$ cat src/verilog/cldc_pkg.sv
// package for the configuration lock and debug control block: map, field layout, reset values, carriers.
// assumes a 32-bit axi4-lite register bus and a system unlock qualifier on the same clock.
package cldc_pkg;

    localparam int unsigned ADDR_W = 12;
    localparam int unsigned DATA_W = 32;
    localparam int unsigned IDX_W  = 6;
    localparam int unsigned MAX_WORDS = 64;

    // register map: region codes for address bits 11:8, then byte addresses
    localparam logic [3:0] REGION_CFG = 4'h0;
    localparam logic [3:0] REGION_PPS = 4'h1;
    localparam logic [3:0] REGION_PMD = 4'h2;
    localparam logic [ADDR_W-1:0] CFG_OFFSET = 12'h000;
    localparam logic [ADDR_W-1:0] PPS_BASE   = 12'h100;
    localparam logic [ADDR_W-1:0] PMD_BASE   = 12'h200;

    // configuration_control fields
    localparam int unsigned BIT_PIN_LOCK = 13;
    localparam int unsigned BIT_MOD_LOCK = 12;
    localparam int unsigned BIT_DBG_EN   = 3;
    localparam int unsigned BIT_TDO_SEL  = 0;
    localparam logic [DATA_W-1:0] CFG_READ_ONES = 32'h0000_0006;
    localparam logic RST_PIN_LOCK = 1'h0;
    localparam logic RST_MOD_LOCK = 1'h0;
    localparam logic RST_DBG_EN   = 1'h1;
    localparam logic RST_TDO_SEL  = 1'h1;
    localparam logic [DATA_W-1:0] RST_WORD = 32'h0000_0000;

    localparam logic [1:0] RESP_OKAY   = 2'h0;
    localparam logic [1:0] RESP_SLVERR = 2'h2;
    localparam logic [1:0] RESP_DECERR = 2'h3;

    typedef enum logic [1:0] {
        CLDC_RG_CFG  = 2'b00,
        CLDC_RG_PPS  = 2'b01,
        CLDC_RG_PMD  = 2'b10,
        CLDC_RG_NONE = 2'b11
    } cldc_region_e;

    typedef struct packed {
        cldc_region_e     region;
        logic [IDX_W-1:0] idx;
    } cldc_decode_s;

    typedef struct packed {
        logic pin_select_lock;
        logic module_disable_lock;
        logic debug_port_enable;
        logic two_wire_data_out_select;
    } cldc_cfg_s;

    typedef struct packed {
        logic              en;
        logic [IDX_W-1:0]  idx;
        logic [DATA_W-1:0] data;
        logic [3:0]        strb;
    } cldc_wreq_s;

    function automatic logic [DATA_W-1:0] cldc_merge(input logic [DATA_W-1:0] old_w,
                                                     input logic [DATA_W-1:0] new_w,
                                                     input logic [3:0]        strb);
        logic [DATA_W-1:0] r;
        r = old_w;
        for (int b = 0; b < 4; b++) begin
            if (strb[b]) begin
                r[b*8 +: 8] = new_w[b*8 +: 8];
            end
        end
        return r;
    endfunction

endpackage

$ cat src/verilog/cldc_lock_bank.sv
// lockable bank of software-written words, used for pin-select mapping and module-disable registers.
// assumes the write request comes from the bus slave on the same clock, at most one per cycle.
`timescale 1ns/1ps
module cldc_lock_bank
    import cldc_pkg::*;
#(
    parameter int unsigned COUNT = 8
) (
    input  wire logic                    aclk,
    input  wire logic                    aresetn,
    input  wire logic                    lock,
    input  wire cldc_wreq_s              wreq,
    output logic [COUNT-1:0][DATA_W-1:0] words
);

    if (COUNT < 1 || COUNT > MAX_WORDS) begin : g_bad_count
        $error("cldc_lock_bank: COUNT out of range");
    end

    typedef struct packed {
        logic [COUNT-1:0][DATA_W-1:0] w;
    } cldc_bank_state_s;

    cldc_bank_state_s s_q;
    cldc_bank_state_s s_d;

    always_comb begin
        s_d = s_q;
        // a refused write is dropped whole; the bus answer tells software
        if (wreq.en && !lock && (32'(wreq.idx) < COUNT)) begin
            s_d.w[wreq.idx] = cldc_merge(s_q.w[wreq.idx], wreq.data, wreq.strb);
        end
    end

    always_ff @(posedge aclk) begin
        if (!aresetn) begin
            s_q <= '{w: '{default: RST_WORD}};
        end else begin
            s_q <= s_d;
        end
    end

    assign words = s_q.w;

endmodule

$ cat src/verilog/cldc_top.sv
// configuration lock and debug control: axi4-lite slave holding configuration_control and two lockable banks.
// assumes system_unlocked comes from unlock logic on aclk, and one write and one read at most in flight.
//
// The address map and the AXI4-Lite interface to the registers were chosen for this implementation.
`timescale 1ns/1ps
module cldc_top
    import cldc_pkg::*;
#(
    parameter int unsigned PPS_COUNT = 8,
    parameter int unsigned PMD_COUNT = 4
) (
    input  wire logic                        aclk,
    input  wire logic                        aresetn,
    input  wire logic [ADDR_W-1:0]           s_axi_awaddr,
    input  wire logic [2:0]                  s_axi_awprot,
    input  wire logic                        s_axi_awvalid,
    output logic                             s_axi_awready,
    input  wire logic [DATA_W-1:0]           s_axi_wdata,
    input  wire logic [3:0]                  s_axi_wstrb,
    input  wire logic                        s_axi_wvalid,
    output logic                             s_axi_wready,
    output logic [1:0]                       s_axi_bresp,
    output logic                             s_axi_bvalid,
    input  wire logic                        s_axi_bready,
    input  wire logic [ADDR_W-1:0]           s_axi_araddr,
    input  wire logic [2:0]                  s_axi_arprot,
    input  wire logic                        s_axi_arvalid,
    output logic                             s_axi_arready,
    output logic [DATA_W-1:0]                s_axi_rdata,
    output logic [1:0]                       s_axi_rresp,
    output logic                             s_axi_rvalid,
    input  wire logic                        s_axi_rready,
    input  wire logic                        system_unlocked,
    output cldc_cfg_s                        cfg,
    output logic [PPS_COUNT-1:0][DATA_W-1:0] pin_select_mapping,
    output logic [PMD_COUNT-1:0][DATA_W-1:0] module_disable_regs
);

    if (PPS_COUNT < 1 || PPS_COUNT > MAX_WORDS || PMD_COUNT < 1 || PMD_COUNT > MAX_WORDS) begin : g_bad_count
        $error("cldc_top: bank sizes out of range");
    end

    typedef struct packed {
        logic              aw_full;
        logic [ADDR_W-1:0] aw_addr;
        logic              w_full;
        logic [DATA_W-1:0] w_data;
        logic [3:0]        w_strb;
        logic              awready;
        logic              wready;
        logic              bvalid;
        logic [1:0]        bresp;
        logic              arready;
        logic              rvalid;
        logic [DATA_W-1:0] rdata;
        logic [1:0]        rresp;
        cldc_cfg_s         cfg;
    } cldc_state_s;

    cldc_state_s s_q;
    cldc_state_s s_d;
    cldc_wreq_s  pps_wreq;
    cldc_wreq_s  pmd_wreq;
    cldc_decode_s wr_dec;
    cldc_decode_s rd_dec;
    logic        wr_fire;

    // decoding shared by the write and read paths
    function automatic cldc_decode_s decode(input logic [ADDR_W-1:0] addr);
        cldc_decode_s d;
        d.idx    = addr[IDX_W+1:2];
        d.region = CLDC_RG_NONE;
        if (addr[1:0] == 2'h0) begin
            unique case (addr[ADDR_W-1:8])
                REGION_CFG: begin
                    if (addr == CFG_OFFSET) begin
                        d.region = CLDC_RG_CFG;
                    end
                end
                REGION_PPS: begin
                    if (32'(d.idx) < PPS_COUNT) begin
                        d.region = CLDC_RG_PPS;
                    end
                end
                REGION_PMD: begin
                    if (32'(d.idx) < PMD_COUNT) begin
                        d.region = CLDC_RG_PMD;
                    end
                end
                default: begin
                    d.region = CLDC_RG_NONE;
                end
            endcase
        end
        return d;
    endfunction

    function automatic logic [DATA_W-1:0] cfg_word(input cldc_cfg_s c);
        logic [DATA_W-1:0] w;
        w = CFG_READ_ONES;
        w[BIT_PIN_LOCK] = c.pin_select_lock;
        w[BIT_MOD_LOCK] = c.module_disable_lock;
        w[BIT_DBG_EN]   = c.debug_port_enable;
        w[BIT_TDO_SEL]  = c.two_wire_data_out_select;
        return w; // bits 2:1 read as one, all bits other than 13, 12 and 3:0 stay zero
    endfunction

    assign wr_fire = s_q.aw_full && s_q.w_full && !s_q.bvalid;
    assign wr_dec  = decode(s_q.aw_addr);
    assign rd_dec  = decode(s_axi_araddr);

    always_comb begin
        pps_wreq      = '0;
        pps_wreq.en   = wr_fire && (wr_dec.region == CLDC_RG_PPS);
        pps_wreq.idx  = wr_dec.idx;
        pps_wreq.data = s_q.w_data;
        pps_wreq.strb = s_q.w_strb;
        pmd_wreq      = pps_wreq;
        pmd_wreq.en   = wr_fire && (wr_dec.region == CLDC_RG_PMD);
    end

    always_comb begin
        s_d = s_q;
        // address and data are taken in either order and held until both are present
        if (s_axi_awvalid && s_q.awready) begin
            s_d.aw_full = 1'b1;
            s_d.aw_addr = s_axi_awaddr;
        end
        if (s_axi_wvalid && s_q.wready) begin
            s_d.w_full = 1'b1;
            s_d.w_data = s_axi_wdata;
            s_d.w_strb = s_axi_wstrb;
        end
        if (s_q.bvalid && s_axi_bready) begin
            s_d.bvalid = 1'b0;
        end
        if (wr_fire) begin
            s_d.aw_full = 1'b0;
            s_d.w_full  = 1'b0;
            s_d.bvalid  = 1'b1;
            s_d.bresp   = RESP_OKAY;
            unique case (wr_dec.region)
                CLDC_RG_CFG: begin
                    // reserved bits are simply not stored
                    if (s_q.w_strb[BIT_DBG_EN/8]) begin
                        s_d.cfg.debug_port_enable = s_q.w_data[BIT_DBG_EN];
                    end
                    if (s_q.w_strb[BIT_TDO_SEL/8]) begin
                        s_d.cfg.two_wire_data_out_select = s_q.w_data[BIT_TDO_SEL];
                    end
                    // lock bits move only under the unlock qualifier; other fields still land
                    if (s_q.w_strb[BIT_PIN_LOCK/8] && system_unlocked) begin
                        s_d.cfg.pin_select_lock     = s_q.w_data[BIT_PIN_LOCK];
                        s_d.cfg.module_disable_lock = s_q.w_data[BIT_MOD_LOCK];
                    end
                end
                CLDC_RG_PPS: begin
                    if (s_q.cfg.pin_select_lock) begin
                        s_d.bresp = RESP_SLVERR;
                    end
                end
                CLDC_RG_PMD: begin
                    if (s_q.cfg.module_disable_lock) begin
                        s_d.bresp = RESP_SLVERR;
                    end
                end
                CLDC_RG_NONE: begin
                    s_d.bresp = RESP_DECERR;
                end
            endcase
        end
        s_d.awready = !s_d.aw_full && !s_d.bvalid;
        s_d.wready  = !s_d.w_full && !s_d.bvalid;

        if (s_q.rvalid && s_axi_rready) begin
            s_d.rvalid = 1'b0;
        end
        if (s_axi_arvalid && s_q.arready) begin
            s_d.rvalid = 1'b1;
            s_d.rresp  = RESP_OKAY;
            unique case (rd_dec.region)
                CLDC_RG_CFG: s_d.rdata = cfg_word(s_q.cfg);
                CLDC_RG_PPS: s_d.rdata = pin_select_mapping[rd_dec.idx];
                CLDC_RG_PMD: s_d.rdata = module_disable_regs[rd_dec.idx];
                CLDC_RG_NONE: begin
                    s_d.rdata = RST_WORD;
                    s_d.rresp = RESP_DECERR;
                end
            endcase
        end
        s_d.arready = !s_d.rvalid;
    end

    always_ff @(posedge aclk) begin
        if (!aresetn) begin
            s_q         <= '0;
            s_q.awready <= 1'b1;
            s_q.wready  <= 1'b1;
            s_q.arready <= 1'b1;
            s_q.cfg     <= '{pin_select_lock:          RST_PIN_LOCK,
                             module_disable_lock:      RST_MOD_LOCK,
                             debug_port_enable:        RST_DBG_EN,
                             two_wire_data_out_select: RST_TDO_SEL};
        end else begin
            s_q <= s_d;
        end
    end

    cldc_lock_bank #(
        .COUNT (PPS_COUNT)
    ) u_pps_bank (
        .aclk    (aclk),
        .aresetn (aresetn),
        .lock    (s_q.cfg.pin_select_lock),
        .wreq    (pps_wreq),
        .words   (pin_select_mapping)
    );

    cldc_lock_bank #(
        .COUNT (PMD_COUNT)
    ) u_pmd_bank (
        .aclk    (aclk),
        .aresetn (aresetn),
        .lock    (s_q.cfg.module_disable_lock),
        .wreq    (pmd_wreq),
        .words   (module_disable_regs)
    );

    assign s_axi_awready = s_q.awready;
    assign s_axi_wready  = s_q.wready;
    assign s_axi_bvalid  = s_q.bvalid;
    assign s_axi_bresp   = s_q.bresp;
    assign s_axi_arready = s_q.arready;
    assign s_axi_rvalid  = s_q.rvalid;
    assign s_axi_rdata   = s_q.rdata;
    assign s_axi_rresp   = s_q.rresp;
    assign cfg           = s_q.cfg;

    // helper for checking that an accepted bank write lands in the addressed word
    logic [IDX_W-1:0]  chk_idx_q;
    logic [DATA_W-1:0] chk_data_q;
    always_ff @(posedge aclk) begin
        if (!aresetn) begin
            chk_idx_q  <= '0;
            chk_data_q <= '0;
        end else if (wr_fire) begin
            chk_idx_q  <= wr_dec.idx;
            chk_data_q <= s_q.w_data;
        end
    end
endmodule

$ cat config.mk
export PLATFORM = sky130hd
export DESIGN_NAME = cldc_top
export DESIGN_NICKNAME = d
export VERILOG_FILES = /design/src/verilog/cldc_pkg.sv /design/src/verilog/cldc_lock_bank.sv /design/src/verilog/cldc_top.sv
export SDC_FILE = /design/constraint.sdc
export NUM_CORES = 1
export LEC_CHECK = 0
export BUFFER_PORTS_ARGS = -buffer_cell sky130_fd_sc_hd__buf_4
export CAP_MARGIN = 40
export CELL_PAD_IN_SITES_DETAIL_PLACEMENT = 1
export CELL_PAD_IN_SITES_GLOBAL_PLACEMENT = 2
export CORE_MARGIN = 10
export CORE_UTILIZATION = 35
export CTS_BUF_LIST = sky130_fd_sc_hd__clkbuf_4
export CTS_CLUSTER_DIAMETER = 120
export DETAILED_ROUTE_END_ITERATION = 8
export MAX_ROUTING_LAYER = met4
export PLACE_DENSITY = 0.91
export SYNTH_ARGS = -nofsm -noshare
export SYNTH_HDL_FRONTEND = slang
export SYNTH_SLANG_ARGS = --single-unit
$ cat constraint.sdc
create_clock -name aclk -period 2.4 [get_ports aclk]
set_clock_uncertainty 0.1 [all_clocks]
set_input_delay 0.12 -clock aclk [delete_from_list [all_inputs] [get_ports aclk]]
set_output_delay 0.12 -clock aclk [all_outputs]
set_load 0.01 [all_outputs]
==> summary.md, run 1 <==
### Pwr
* 43.9% — power share of the clock group
* 43.9% — proportion of power drawn by flip-flops and latches
* 12.1% — Comb pwr share
* 0.403 mV — Max rail drop VDD
* 0.0134 W — total internal power
* 28.3% — Switching Fraction
* 12.4 nW — leakage power total
* 0.00528 W — switching power of the nets
* 0.0187 W — total power consumption of the routed design
* 574 nW/um^2 — areal power density over the cells

### Routing
* 5 — detailed-routing iteration count for the pre-antenna-repair pass
* 23,988 — number of vias in the routed layout
* 121 mm — total wire length after detailed routing
* 0 — DRC errors left
* 2,204 — first-iteration detailed-routing DRC count
* 0 — final antenna-violating net count
* 29.8 um — Routed WL per cell
* 5.88 — number of vias per cell after detailed routing

### Critical path
* 6 — number of cells on the worst reg-to-reg path
* and2_4 -> clkbuf_16 -> nand2_1 -> dlygate4sd3_1 -> a21oi_1 -> dlygate4sd3_1 — crit-path cells
* 0.57 ns — crit-path max cell delay
* sky130_fd_sc_hd__dlygate4sd3_1 — dominant cell type by count on the critical path
* s_axi_wready — Reg2Reg Launch Point
* 0.01 ns — register-to-register path setup slack
* register — Worst Setup End Kind
* sky130_fd_sc_hd__dlygate4sd3_1 — CP max stage cell
* 3.22 ns — required time reported for the critical path endpoint
* 3.21 ns — CP Data Arrival Time
* register to register — Crit Path Class
* pmd_wreq[31] — worst flop-to-flop path endpoint
* 3 — buffers plus inverters on the worst setup path
* register — critical path launch point type
* buffers and inverters — crit-path leading delay family
* s_axi_wready — startpoint of the worst setup timing path
* 9 — maximum net fanout on the critical path

### Cells and area
* 32,500 um^2 — Design Area, Final
* 41.9% — Area growth syn-to-layout
* 34.4% — layout cells sized above 1
* 3,193 — nets
* 4,078 — non-filler cells in the finished layout
* 7,279 — Filler cells
* 50.3% — Layout Utilization

### Placement
* 82.9 mm — DP Wirelength
* 496 — number of input and output port buffers inserted
* 28,100 um^2 — post-place instance area
* 0.967 — Final Wtd Congestion
* 3,594 — Cell Count Post-Placement

### Floorplanning
* 93 — standard-cell row count
* 276 um — Die Height
* 35.5% — initial standard-cell utilization of the core
* 76,000 um^2 — area of the die
* 503 — I/O pin count
* 64,600 um^2 — total core area
* 276 um — Die Span X

### Clock tree
* 138 — Inserted Clock Buffers
* 0.99 ns — clock network latency to the later pin of the worst-skew pair
* sky130_fd_sc_hd__clkbuf_4 — CTS Root Buffer Type
* 0.06 ns — clock transition at the register clock pins on the worst setup and hold paths after CTS
* 478 — Clock Sink Count
* 4 — CTS HTree Levels
* 3 — buffers from clock root to sink, at most
* yes — CTS tree

### Worst hold path
* s_axi_arvalid — startpoint of the most critical hold path
* 5 — Min-Delay Path Depth
* s_axi_rdata[4] — destination of the worst hold path
* primary input to register — worst hold-check path type

### Logic synthesis
* 2,357 — number of instances in the synthesized netlist
* 53 — number of different library cells in the post-synthesis netlist
* 9.71 um^2 — post-synthesis average cell area
* sky130_fd_sc_hd__dfxtp_1 — Synth area leader
* 22,900 um^2 — Synth Cell Area
* 0 — warning count from the yosys run
* 478 — number of synthesized register bits
* sky130_fd_sc_hd__dfxtp_1 42%, sky130_fd_sc_hd__mux4_2 15%, sky130_fd_sc_hd__a211oi_1 7.6% — cells taking the most area after synthesis
* 0 — EDFF count, synth
* 0% — share of async-settable or async-resettable flops after synthesis
* 41.8% — fraction of the yosys area taken by sequential cells
* sky130_fd_sc_hd__dfxtp_1 — top flip-flop cell by instance count after synthesis
* 2,431 — Net Count, Synth
* 41.8% — top-area cell type share of the netlist area

### Global route
* 24,940 — via count of the first global-routing pass
* 0 — total gr overflow
* 125 — largest net degree at the start of global routing
* 171 mm — global-route wire length before repair
* 31.1% — Overall Global Routing Usage
* 8 — initial antenna violation count

### STA
* true — setup repair after global routing missed its margin
* 2.39 ns — crit path time final
* 0 — Final Setup Violations
* 38.2% — max-slew headroom at the worst pin
* 419 MHz — max frequency
* 0.181 ns — final hold slack
* 0 — total count of max-transition violations in the final report
* 0 — final number of hold-violating endpoints
* 0.927 ns — measured slew at the worst slew-check pin
* 99.6% — share of the clock period used by the worst path

### Status
* complete, no violations — result of the run

### Run
* 0 — number of max-cap violations

==> cell families after synthesis <==
| group | count (synthesis) | share of synthesized area, % |
|---|---|---|
| and+or+nand+nor | 692 | 13.7 |
| AOI/OAI and AO/OA | 616 | 17.2 |
| DFF | 478 | 41.8 |
| muxes | 296 | 21.6 |
| buffers and inverters | 274 | 5.60 |
| xor gates and xnor gates | 1 | 0.0383 |
==> how the worst max path moves through the flow <==
stage | cells past startpoint | endpoint | slack, ns
detailed placement | 5 | u_pps_bank.words[46] | -0.24
global placement | 5 | u_pps_bank.words[14] | -0.19
global route | 9 | u_pps_bank.words[16] | -0.03
floorplan | 7 | u_pps_bank.words[152] | 0.31
finish | 6 | pmd_wreq[31] | 0.01
CTS | 7 | u_pmd_bank.words[102] | 0.03
==> layer usage <==
metal,GRT usage [%],part of all wire [%]
met1,35.8,39
met2,49.1,47
met3,8.72,8.7
met4,16.3,5.4
met5,-,0
==> synthesized netlist by cell type (all sizes together) (3+ instances only) <==
library cell  instances
a211oi              231
a21oi               118
a221oi               32
a22oi                 7
and2                 13
buf                 138
clkbuf              128
dfxtp               478
inv                   7
mux2                 26
mux2i               114
mux4                156
nand2               198
nand2b               11
nand3               136
nand4                 4
nor2                262
nor2b                 3
nor3                 18
nor3b                24
nor4                  6
nor4b                 3
o21a                 17
o21ai               145
o22ai                54
o31ai                 5
or2                   4
==> worst register-to-register path: cells and delay by family, from the launching register on <==
kind,cells,cell delay (ns)
flops,1,0.36
compound gates,1,0.15
simple gates,2,0.36
buf+inv,3,1.41
==> what timing repair did <==
action,4_1_cts,5_1_grt
pin swaps,0,5
buffers inserted,1,9
hold buffers,225,0
endpoints found under the hold margin,472,0
gates cloned,0,6
resized for setup,1,40
endpoints found under the setup margin,6,203
==> state kept, by name (all words and copies together), names as in the netlist <==
name and count:
u_pps_bank.words 256, u_pmd_bank.words 128, pmd_wreq 42, s_axi_rdata 32, s_q 8, cfg 4, s_axi_bresp 2, s_axi_arready 1
s_axi_awready 1, s_axi_bvalid 1, s_axi_rresp 1, s_axi_rvalid 1, s_axi_wready 1
==> power by group through the flow <==
stage               Clock, W  Combinational (W)  Sequential, W
floorplan                  0            0.00102        0.00825
global placement           0            0.00171        0.00837
detailed placement         0            0.00175        0.00838
CTS                  0.00833            0.00209        0.00819
global route         0.00877            0.00238        0.00819
finish               0.00819            0.00227        0.00819
==> through the flow <==
stage                     setup WS (ns)  setup TNS, ns
after floorplan                   0.306              0
after global placement           -0.185         -0.775
after detailed placement         -0.236         -0.881
after CTS                        0.0263              0
after global routing            -0.0325         -0.387
final                            0.0106              0
==> cells in the final DEF (no fill, tap or decap), drive strengths merged, types with 26 or more instances in the layout <==
| cell | count |
|---|---|
| buf | 660 |
| dfxtp | 478 |
| nor2 | 262 |
| a211oi | 231 |
| dlygate4sd3 | 217 |
| clkbuf | 205 |
| nand2 | 198 |
| mux4 | 156 |
| o21ai | 145 |
| nand3 | 136 |
| a21oi | 118 |
| mux2i | 114 |
| o22ai | 54 |
| a221oi | 32 |
| mux2 | 26 |
==> layout make-up <==
cell class,count,area (um^2),area share [%]
Antenna cell,8,20.0,0.0616
Clock buffer,201,1510,4.64
Clock inverter,35,275,0.847
Inverter,8,37.5,0.116
Multi-Input combinational cell,1605,12200,37.5
Sequential cell,478,9580,29.5
Tap cell,855,1070,3.29
Timing Repair Buffer,888,7830,24.1
(Power assumes the default switching activity.)
==> run 2: changes to the inputs <==
PLACE_DENSITY = default   (was 0.91)
PLACE_DENSITY_LB_ADDON = 0.1   (was default)
SKIP_CTS_REPAIR_TIMING = 1   (was default)
==> summary.md, run 2 (synthesized netlist as in run 1, its figures left out) <==
### Clock tree
* 140 — Inserted Clock Buffers
* 0.98 ns — clock network latency to the later pin of the worst-skew pair
* 478 — Clock Sink Count
* yes — CTS tree
* 3 — buffers from clock root to sink, at most
* 4 — CTS HTree Levels
* 0.07 ns — clock transition at the register clock pins on the worst setup and hold paths after CTS
* sky130_fd_sc_hd__clkbuf_4 — CTS Root Buffer Type

### Floorplanning
* 93 — standard-cell row count
* 64,600 um^2 — total core area
* 276 um — Die Height
* 503 — I/O pin count
* 35.5% — initial standard-cell utilization of the core
* 76,000 um^2 — area of the die
* 276 um — Die Span X

### Critical path
* pmd_wreq[13] — crit path to
* register — critical path launch point type
* sky130_fd_sc_hd__dlygate4sd3_1 — dominant cell type by count on the critical path
* register to register — Crit Path Class
* 3.17 ns — required time reported for the critical path endpoint
* 37 — maximum net fanout on the critical path
* -0.14 ns — register-to-register path setup slack
* sky130_fd_sc_hd__dlygate4sd3_1 — CP max stage cell
* register — Worst Setup End Kind
* pmd_wreq[13] — worst flop-to-flop path endpoint
* buffers and inverters — crit-path leading delay family
* and2_2 -> buf_12 -> nand2_1 -> dlygate4sd3_1 -> a21oi_1 -> dlygate4sd3_1 — crit-path cells
* s_axi_wready — Reg2Reg Launch Point
* 6 — number of cells on the worst reg-to-reg path
* 0.63 ns — crit-path max cell delay
* 6 — critical path depth in cells
* 3 — buffers plus inverters on the worst setup path
* s_axi_wready — startpoint of the worst setup timing path
* 3.31 ns — CP Data Arrival Time

### Routing
* 0 — final antenna-violating net count
* 29.0 um — Routed WL per cell
* 0 — DRC errors left
* 5 — detailed-routing iteration count for the pre-antenna-repair pass
* 23,283 — number of vias in the routed layout
* 118 mm — total wire length after detailed routing
* 1,742 — first-iteration detailed-routing DRC count
* 5.75 — number of vias per cell after detailed routing

### Pwr
* 45.0% — proportion of power drawn by flip-flops and latches
* 0.00508 W — switching power of the nets
* 0.0131 W — total internal power
* 12.1 nW — leakage power total
* 28.0% — Switching Fraction
* 0.388 mV — Max rail drop VDD
* 43.1% — power share of the clock group
* 565 nW/um^2 — areal power density over the cells
* 11.8% — Comb pwr share
* 0.0182 W — total power consumption of the routed design

### Placement
* 0.941 — Final Wtd Congestion
* -0.112 ns — setup slack at placement
* 28,100 um^2 — post-place instance area
* 82.5 mm — DP Wirelength
* 496 — number of input and output port buffers inserted

### Cells and area
* 34.0% — layout cells sized above 1
* sky130_fd_sc_hd__buf_4 — most common library cell in the layout ignoring fill and taps
* 40.4% — Area growth syn-to-layout
* 49.8% — Layout Utilization
* 607 x sky130_fd_sc_hd__buf_4, 474 x sky130_fd_sc_hd__dfxtp_1, 261 x sky130_fd_sc_hd__nor2_1 — most frequent cells in the layout
* 7,340 — Filler cells
* 32,200 um^2 — Design Area, Final
* 256 — flip-flop count of the largest register after layout
* 9580 um^2 — register cell area after layout
* 12,100 um^2 — area taken by multi-input logic gates
* 3,174 — nets

### STA
* 0 — final number of hold-violating endpoints
* 0.0283 ns — final hold slack
* 6 — Final Setup Violations
* 1.02 ns — measured slew at the worst slew-check pin
* 2.54 ns — crit path time final
* 394 MHz — max frequency
* 0 — total count of max-transition violations in the final report
* 106% — share of the clock period used by the worst path
* true — setup repair after global routing missed its margin
* -0.137 ns — PnR worst setup slack
* 31.9% — max-slew headroom at the worst pin

### Status
* finished with violations — result of the run
* negative setup slack — failing checks

### Worst hold path
* primary input to register — worst hold-check path type

### Run
* 0 — number of max-cap violations

### Global route
* 22,904 — via count of the first global-routing pass
* 29.5% — Overall Global Routing Usage
* 0 — total gr overflow
* 83 — largest net degree at the start of global routing
* 161 mm — global-route wire length before repair
* 4 — initial antenna violation count

-- run 2: power groups by stage --
stage	Sequential, W	Clock (W)	Combinational (W)
final	0.00818	0.00784	0.00215
after global routing	0.00818	0.00850	0.00228
after CTS	0.00819	0.00800	0.00177
after detailed placement	0.00836	0	0.00176
after global placement	0.00836	0	0.00174
after floorplan	0.00825	0	0.00102
-- run 2: routing by layer --
| metal | part of all wire [%] | wire length [um] | global-route usage [%] | up-vias |
|---|---|---|---|---|
| li1 | - | - | - | 10312 |
| met1 | 39 | 46100 | 35.1 | 11802 |
| met2 | 48 | 56800 | 47.4 | 957 |
| met3 | 8.7 | 10300 | 8.27 | 212 |
| met4 | 3.8 | 4430 | 10.4 | 0 |
| met5 | 0 | 0 | - | - |
-- run 2: how the worst min path moves through the flow --
| stage | from | end | slack [ns] | cells after the start |
|---|---|---|---|---|
| finish | aresetn | cfg[1] | 0.03 | 3 |
| global route | aresetn | cfg[1] | 0.009 | 3 |
| CTS | s_axi_awaddr[6] | pmd_wreq[40] | -0.80 | 3 |
| detailed placement | s_axi_wdata[6] | pmd_wreq[10] | 0.28 | 3 |
| global placement | s_axi_wdata[11] | pmd_wreq[15] | 0.28 | 3 |
| floorplan | s_axi_wdata[6] | pmd_wreq[10] | 0.16 | 2 |
-- run 2: through the flow --
step | setup TNS (ns) | std cells
final | -0.263 | 4050
after global placement | -1.10 | 3587
after floorplan | 0 | 2357
after detailed placement | -0.614 | 3588
after global routing | -1.67 | 4050
after CTS | -0.764 | 3820
-- run 2: area by class of cell --
class / instances / share of cell area, %
Timing Repair Buffer: 867 / 23.7
Multi-Input combinational cell: 1605 / 37.8
Tap cell: 855 / 3.33
Sequential cell: 478 / 29.8
Clock buffer: 202 / 4.72
Antenna cell: 5 / 0.0389
Inverter: 8 / 0.117
Clock inverter: 30 / 0.607
-- run 2: tightest hold or removal path: cells and delay by family --
family	cells	cell delay (ns)
simple gates	1	0.11
buf+inv	2	0.80
==> run 3: changes to the inputs <==
ABC_AREA = 1   (was default)
CORE_UTILIZATION = 30   (was 35)
==> summary.md, run 3 <==
### Status
* finished with violations — result of the run
* negative hold slack, negative setup slack — failing checks

### Floorplanning
* 30.2% — initial standard-cell utilization of the core
* 316 um — Die Span X
* 99,700 um^2 — area of the die
* 86,800 um^2 — total core area
* 503 — I/O pin count
* 108 — standard-cell row count
* 316 um — Die Height

### Placement
* 0.871 — Final Wtd Congestion
* 97.7 mm — DP Wirelength
* 496 — number of input and output port buffers inserted
* 31,800 um^2 — post-place instance area
* 0.0531 ns — setup slack at placement

### Logic synthesis
* sky130_fd_sc_hd__dfxtp_1 — Synth area leader
* sky130_fd_sc_hd__dfxtp_1 36%, sky130_fd_sc_hd__nand2_1 21%, sky130_fd_sc_hd__nor2_1 12% — cells taking the most area after synthesis
* 26,200 um^2 — Synth Cell Area
* sky130_fd_sc_hd__dfxtp_1 — top flip-flop cell by instance count after synthesis
* sky130_fd_sc_hd__nand2_1 — most common cell in the synthesized netlist
* 0% — share of async-settable or async-resettable flops after synthesis
* 478 — number of synthesized register bits
* 0 — warning count from the yosys run
* 36.5% — fraction of the yosys area taken by sequential cells
* 1,483 x sky130_fd_sc_hd__nand2_1, 861 x sky130_fd_sc_hd__nor2_1, 478 x sky130_fd_sc_hd__dfxtp_1, 314 x sky130_fd_sc_hd__inv_1, 300 x sky130_fd_sc_hd__nand3_1 — commonest cells in the netlist
* 4,454 — Net Count, Synth
* 32 — number of different library cells in the post-synthesis netlist
* 4,380 — number of instances in the synthesized netlist
* 36.5% — top-area cell type share of the netlist area
* 5.99 um^2 — post-synthesis average cell area
* 0 — EDFF count, synth

### Global route
* 4 — initial antenna violation count
* 27.9% — Overall Global Routing Usage
* 0 — total gr overflow
* 92 — largest net degree at the start of global routing
* 30,442 — via count of the first global-routing pass
* 204 mm — global-route wire length before repair

### Clock tree
* 3 — buffers from clock root to sink, at most
* sky130_fd_sc_hd__clkbuf_4 — CTS Root Buffer Type
* 478 — Clock Sink Count
* 151 — Inserted Clock Buffers
* 4 — CTS HTree Levels
* 1.04 ns — clock network latency to the later pin of the worst-skew pair
* yes — CTS tree
* 0.06 ns — clock transition at the register clock pins on the worst setup and hold paths after CTS

### Critical path
* 41 — maximum net fanout on the critical path
* primary input — critical path launch point type
* 6 — number of cells on the worst reg-to-reg path
* 3.30 ns — CP Data Arrival Time
* s_axi_awready — Reg2Reg Launch Point
* primary input to register — Crit Path Class
* register — Worst Setup End Kind
* 3.25 ns — required time reported for the critical path endpoint
* aresetn — startpoint of the worst setup timing path

### STA
* 407 MHz — max frequency
* 0 — total count of max-transition violations in the final report
* 2.46 ns — crit path time final
* 4 — Final Setup Violations
* 0.869 ns — measured slew at the worst slew-check pin
* 41.9% — max-slew headroom at the worst pin
* 7 — final number of hold-violating endpoints
* -0.0556 ns — PnR worst setup slack
* -0.0542 ns — final hold slack
* 102% — share of the clock period used by the worst path

### Routing
* 5 — detailed-routing iteration count for the pre-antenna-repair pass
* 2,068 — first-iteration detailed-routing DRC count
* 144 mm — total wire length after detailed routing
* 0 — DRC errors left
* 22.8 um — Routed WL per cell
* 4.98 — number of vias per cell after detailed routing
* 31,315 — number of vias in the routed layout
* 0 — final antenna-violating net count

### Pwr
* 17.2 nW — leakage power total
* 0.0198 W — total power consumption of the routed design
* 555 nW/um^2 — areal power density over the cells
* 0.383 mV — Max rail drop VDD

### Cells and area
* 18.0% — layout cells sized above 1
* 1,480 x sky130_fd_sc_hd__nand2_1, 858 x sky130_fd_sc_hd__nor2_1, 578 x sky130_fd_sc_hd__buf_4 — most frequent cells in the layout
* sky130_fd_sc_hd__nand2_1 — most common library cell in the layout ignoring fill and taps
* 5,110 — nets
* 36.0% — Area growth syn-to-layout
* 256 — flip-flop count of the largest register after layout
* 41.1% — Layout Utilization
* 35,700 um^2 — Design Area, Final

### Worst hold path
* 10 — Min-Delay Path Depth
* primary input to register — worst hold-check path type
* s_axi_araddr[6] — startpoint of the most critical hold path

### Run
* 0 — number of max-cap violations

run 3: power by group:
| part | switching [W] | total [W] | internal [W] |
|---|---|---|---|
| sequential | 0.000111 | 0.00816 | 0.00805 |
| clock | 0.00409 | 0.00852 | 0.00443 |
| combinational | 0.00210 | 0.00312 | 0.00103 |
run 3: per-stage QoR:
| step | cells | setup TNS, ns | hold slack, ns |
|---|---|---|---|
| 5_1_grt | 6292 | -1.68 | -0.0498 |
| 6_report | 6293 | -0.133 | -0.0542 |
| 3_5_place_dp | 5833 | 0 | 0.284 |
| 4_1_cts | 6082 | 0 | -0.866 |
| 2_1_floorplan | 4380 | 0 | 0.187 |
| 3_3_place_gp | 5833 | 0 | 0.277 |
run 3: worst max-delay path, stage by stage:
cell and delay, ns:
sky130_fd_sc_hd__dlygate4sd3_1 0.53, sky130_fd_sc_hd__dlygate4sd3_1 0.59, sky130_fd_sc_hd__buf_8 0.33, sky130_fd_sc_hd__buf_4 0.29
sky130_fd_sc_hd__o21ai_0 0.11, sky130_fd_sc_hd__dlygate4sd3_1 0.57, sky130_fd_sc_hd__nor2_1 0.16, sky130_fd_sc_hd__dlygate4sd3_1 0.60
run 3: per-layer routing:
metal / up-vias / global-route usage, % / share of wire (%) / wire length, um
met2: 884 / 45.4 / 48 / 69100
met5: - / - / 0 / 0
met4: 0 / 11.0 / 3.6 / 5190
met3: 206 / 4.52 / 5.3 / 7620
li1: 15116 / - / - / -
met1: 15109 / 34.3 / 43 / 61800
run 3: worst paths after layout:
check / to / slack (ns)
worst max-delay path: pmd_wreq[27] / -0.06
worst min-delay path: s_axi_rdata[4] / -0.05
worst max register to register: pmd_wreq[41] / -0.02
worst min register to register: s_axi_rdata[16] / 0.37
run 3: layout make-up:
cell class / count / area, um^2
diodes: 6 / 15.0
clock inverters: 32 / 220
repair buffers: 845 / 7740
inverters: 318 / 1200
multi-input cells: 3242 / 13800
well taps: 1155 / 1450
fillers: 11401 / 51100
flip-flops and latches: 478 / 9570
clock buffers: 217 / 1630
run 3: kinds of logic (layout without fill, tap and decap cells):
logic type / after synthesis / count (layout) / share of synthesized area, %
and+or+nand+nor: 2756 / 2756 / 42.4
AOI/OAI and AO/OA: 486 / 486 / 10.1
DFF: 478 / 478 / 36.5
buffers and inverters: 660 / 1412 / 11.0
other: 0 / 6 / 0
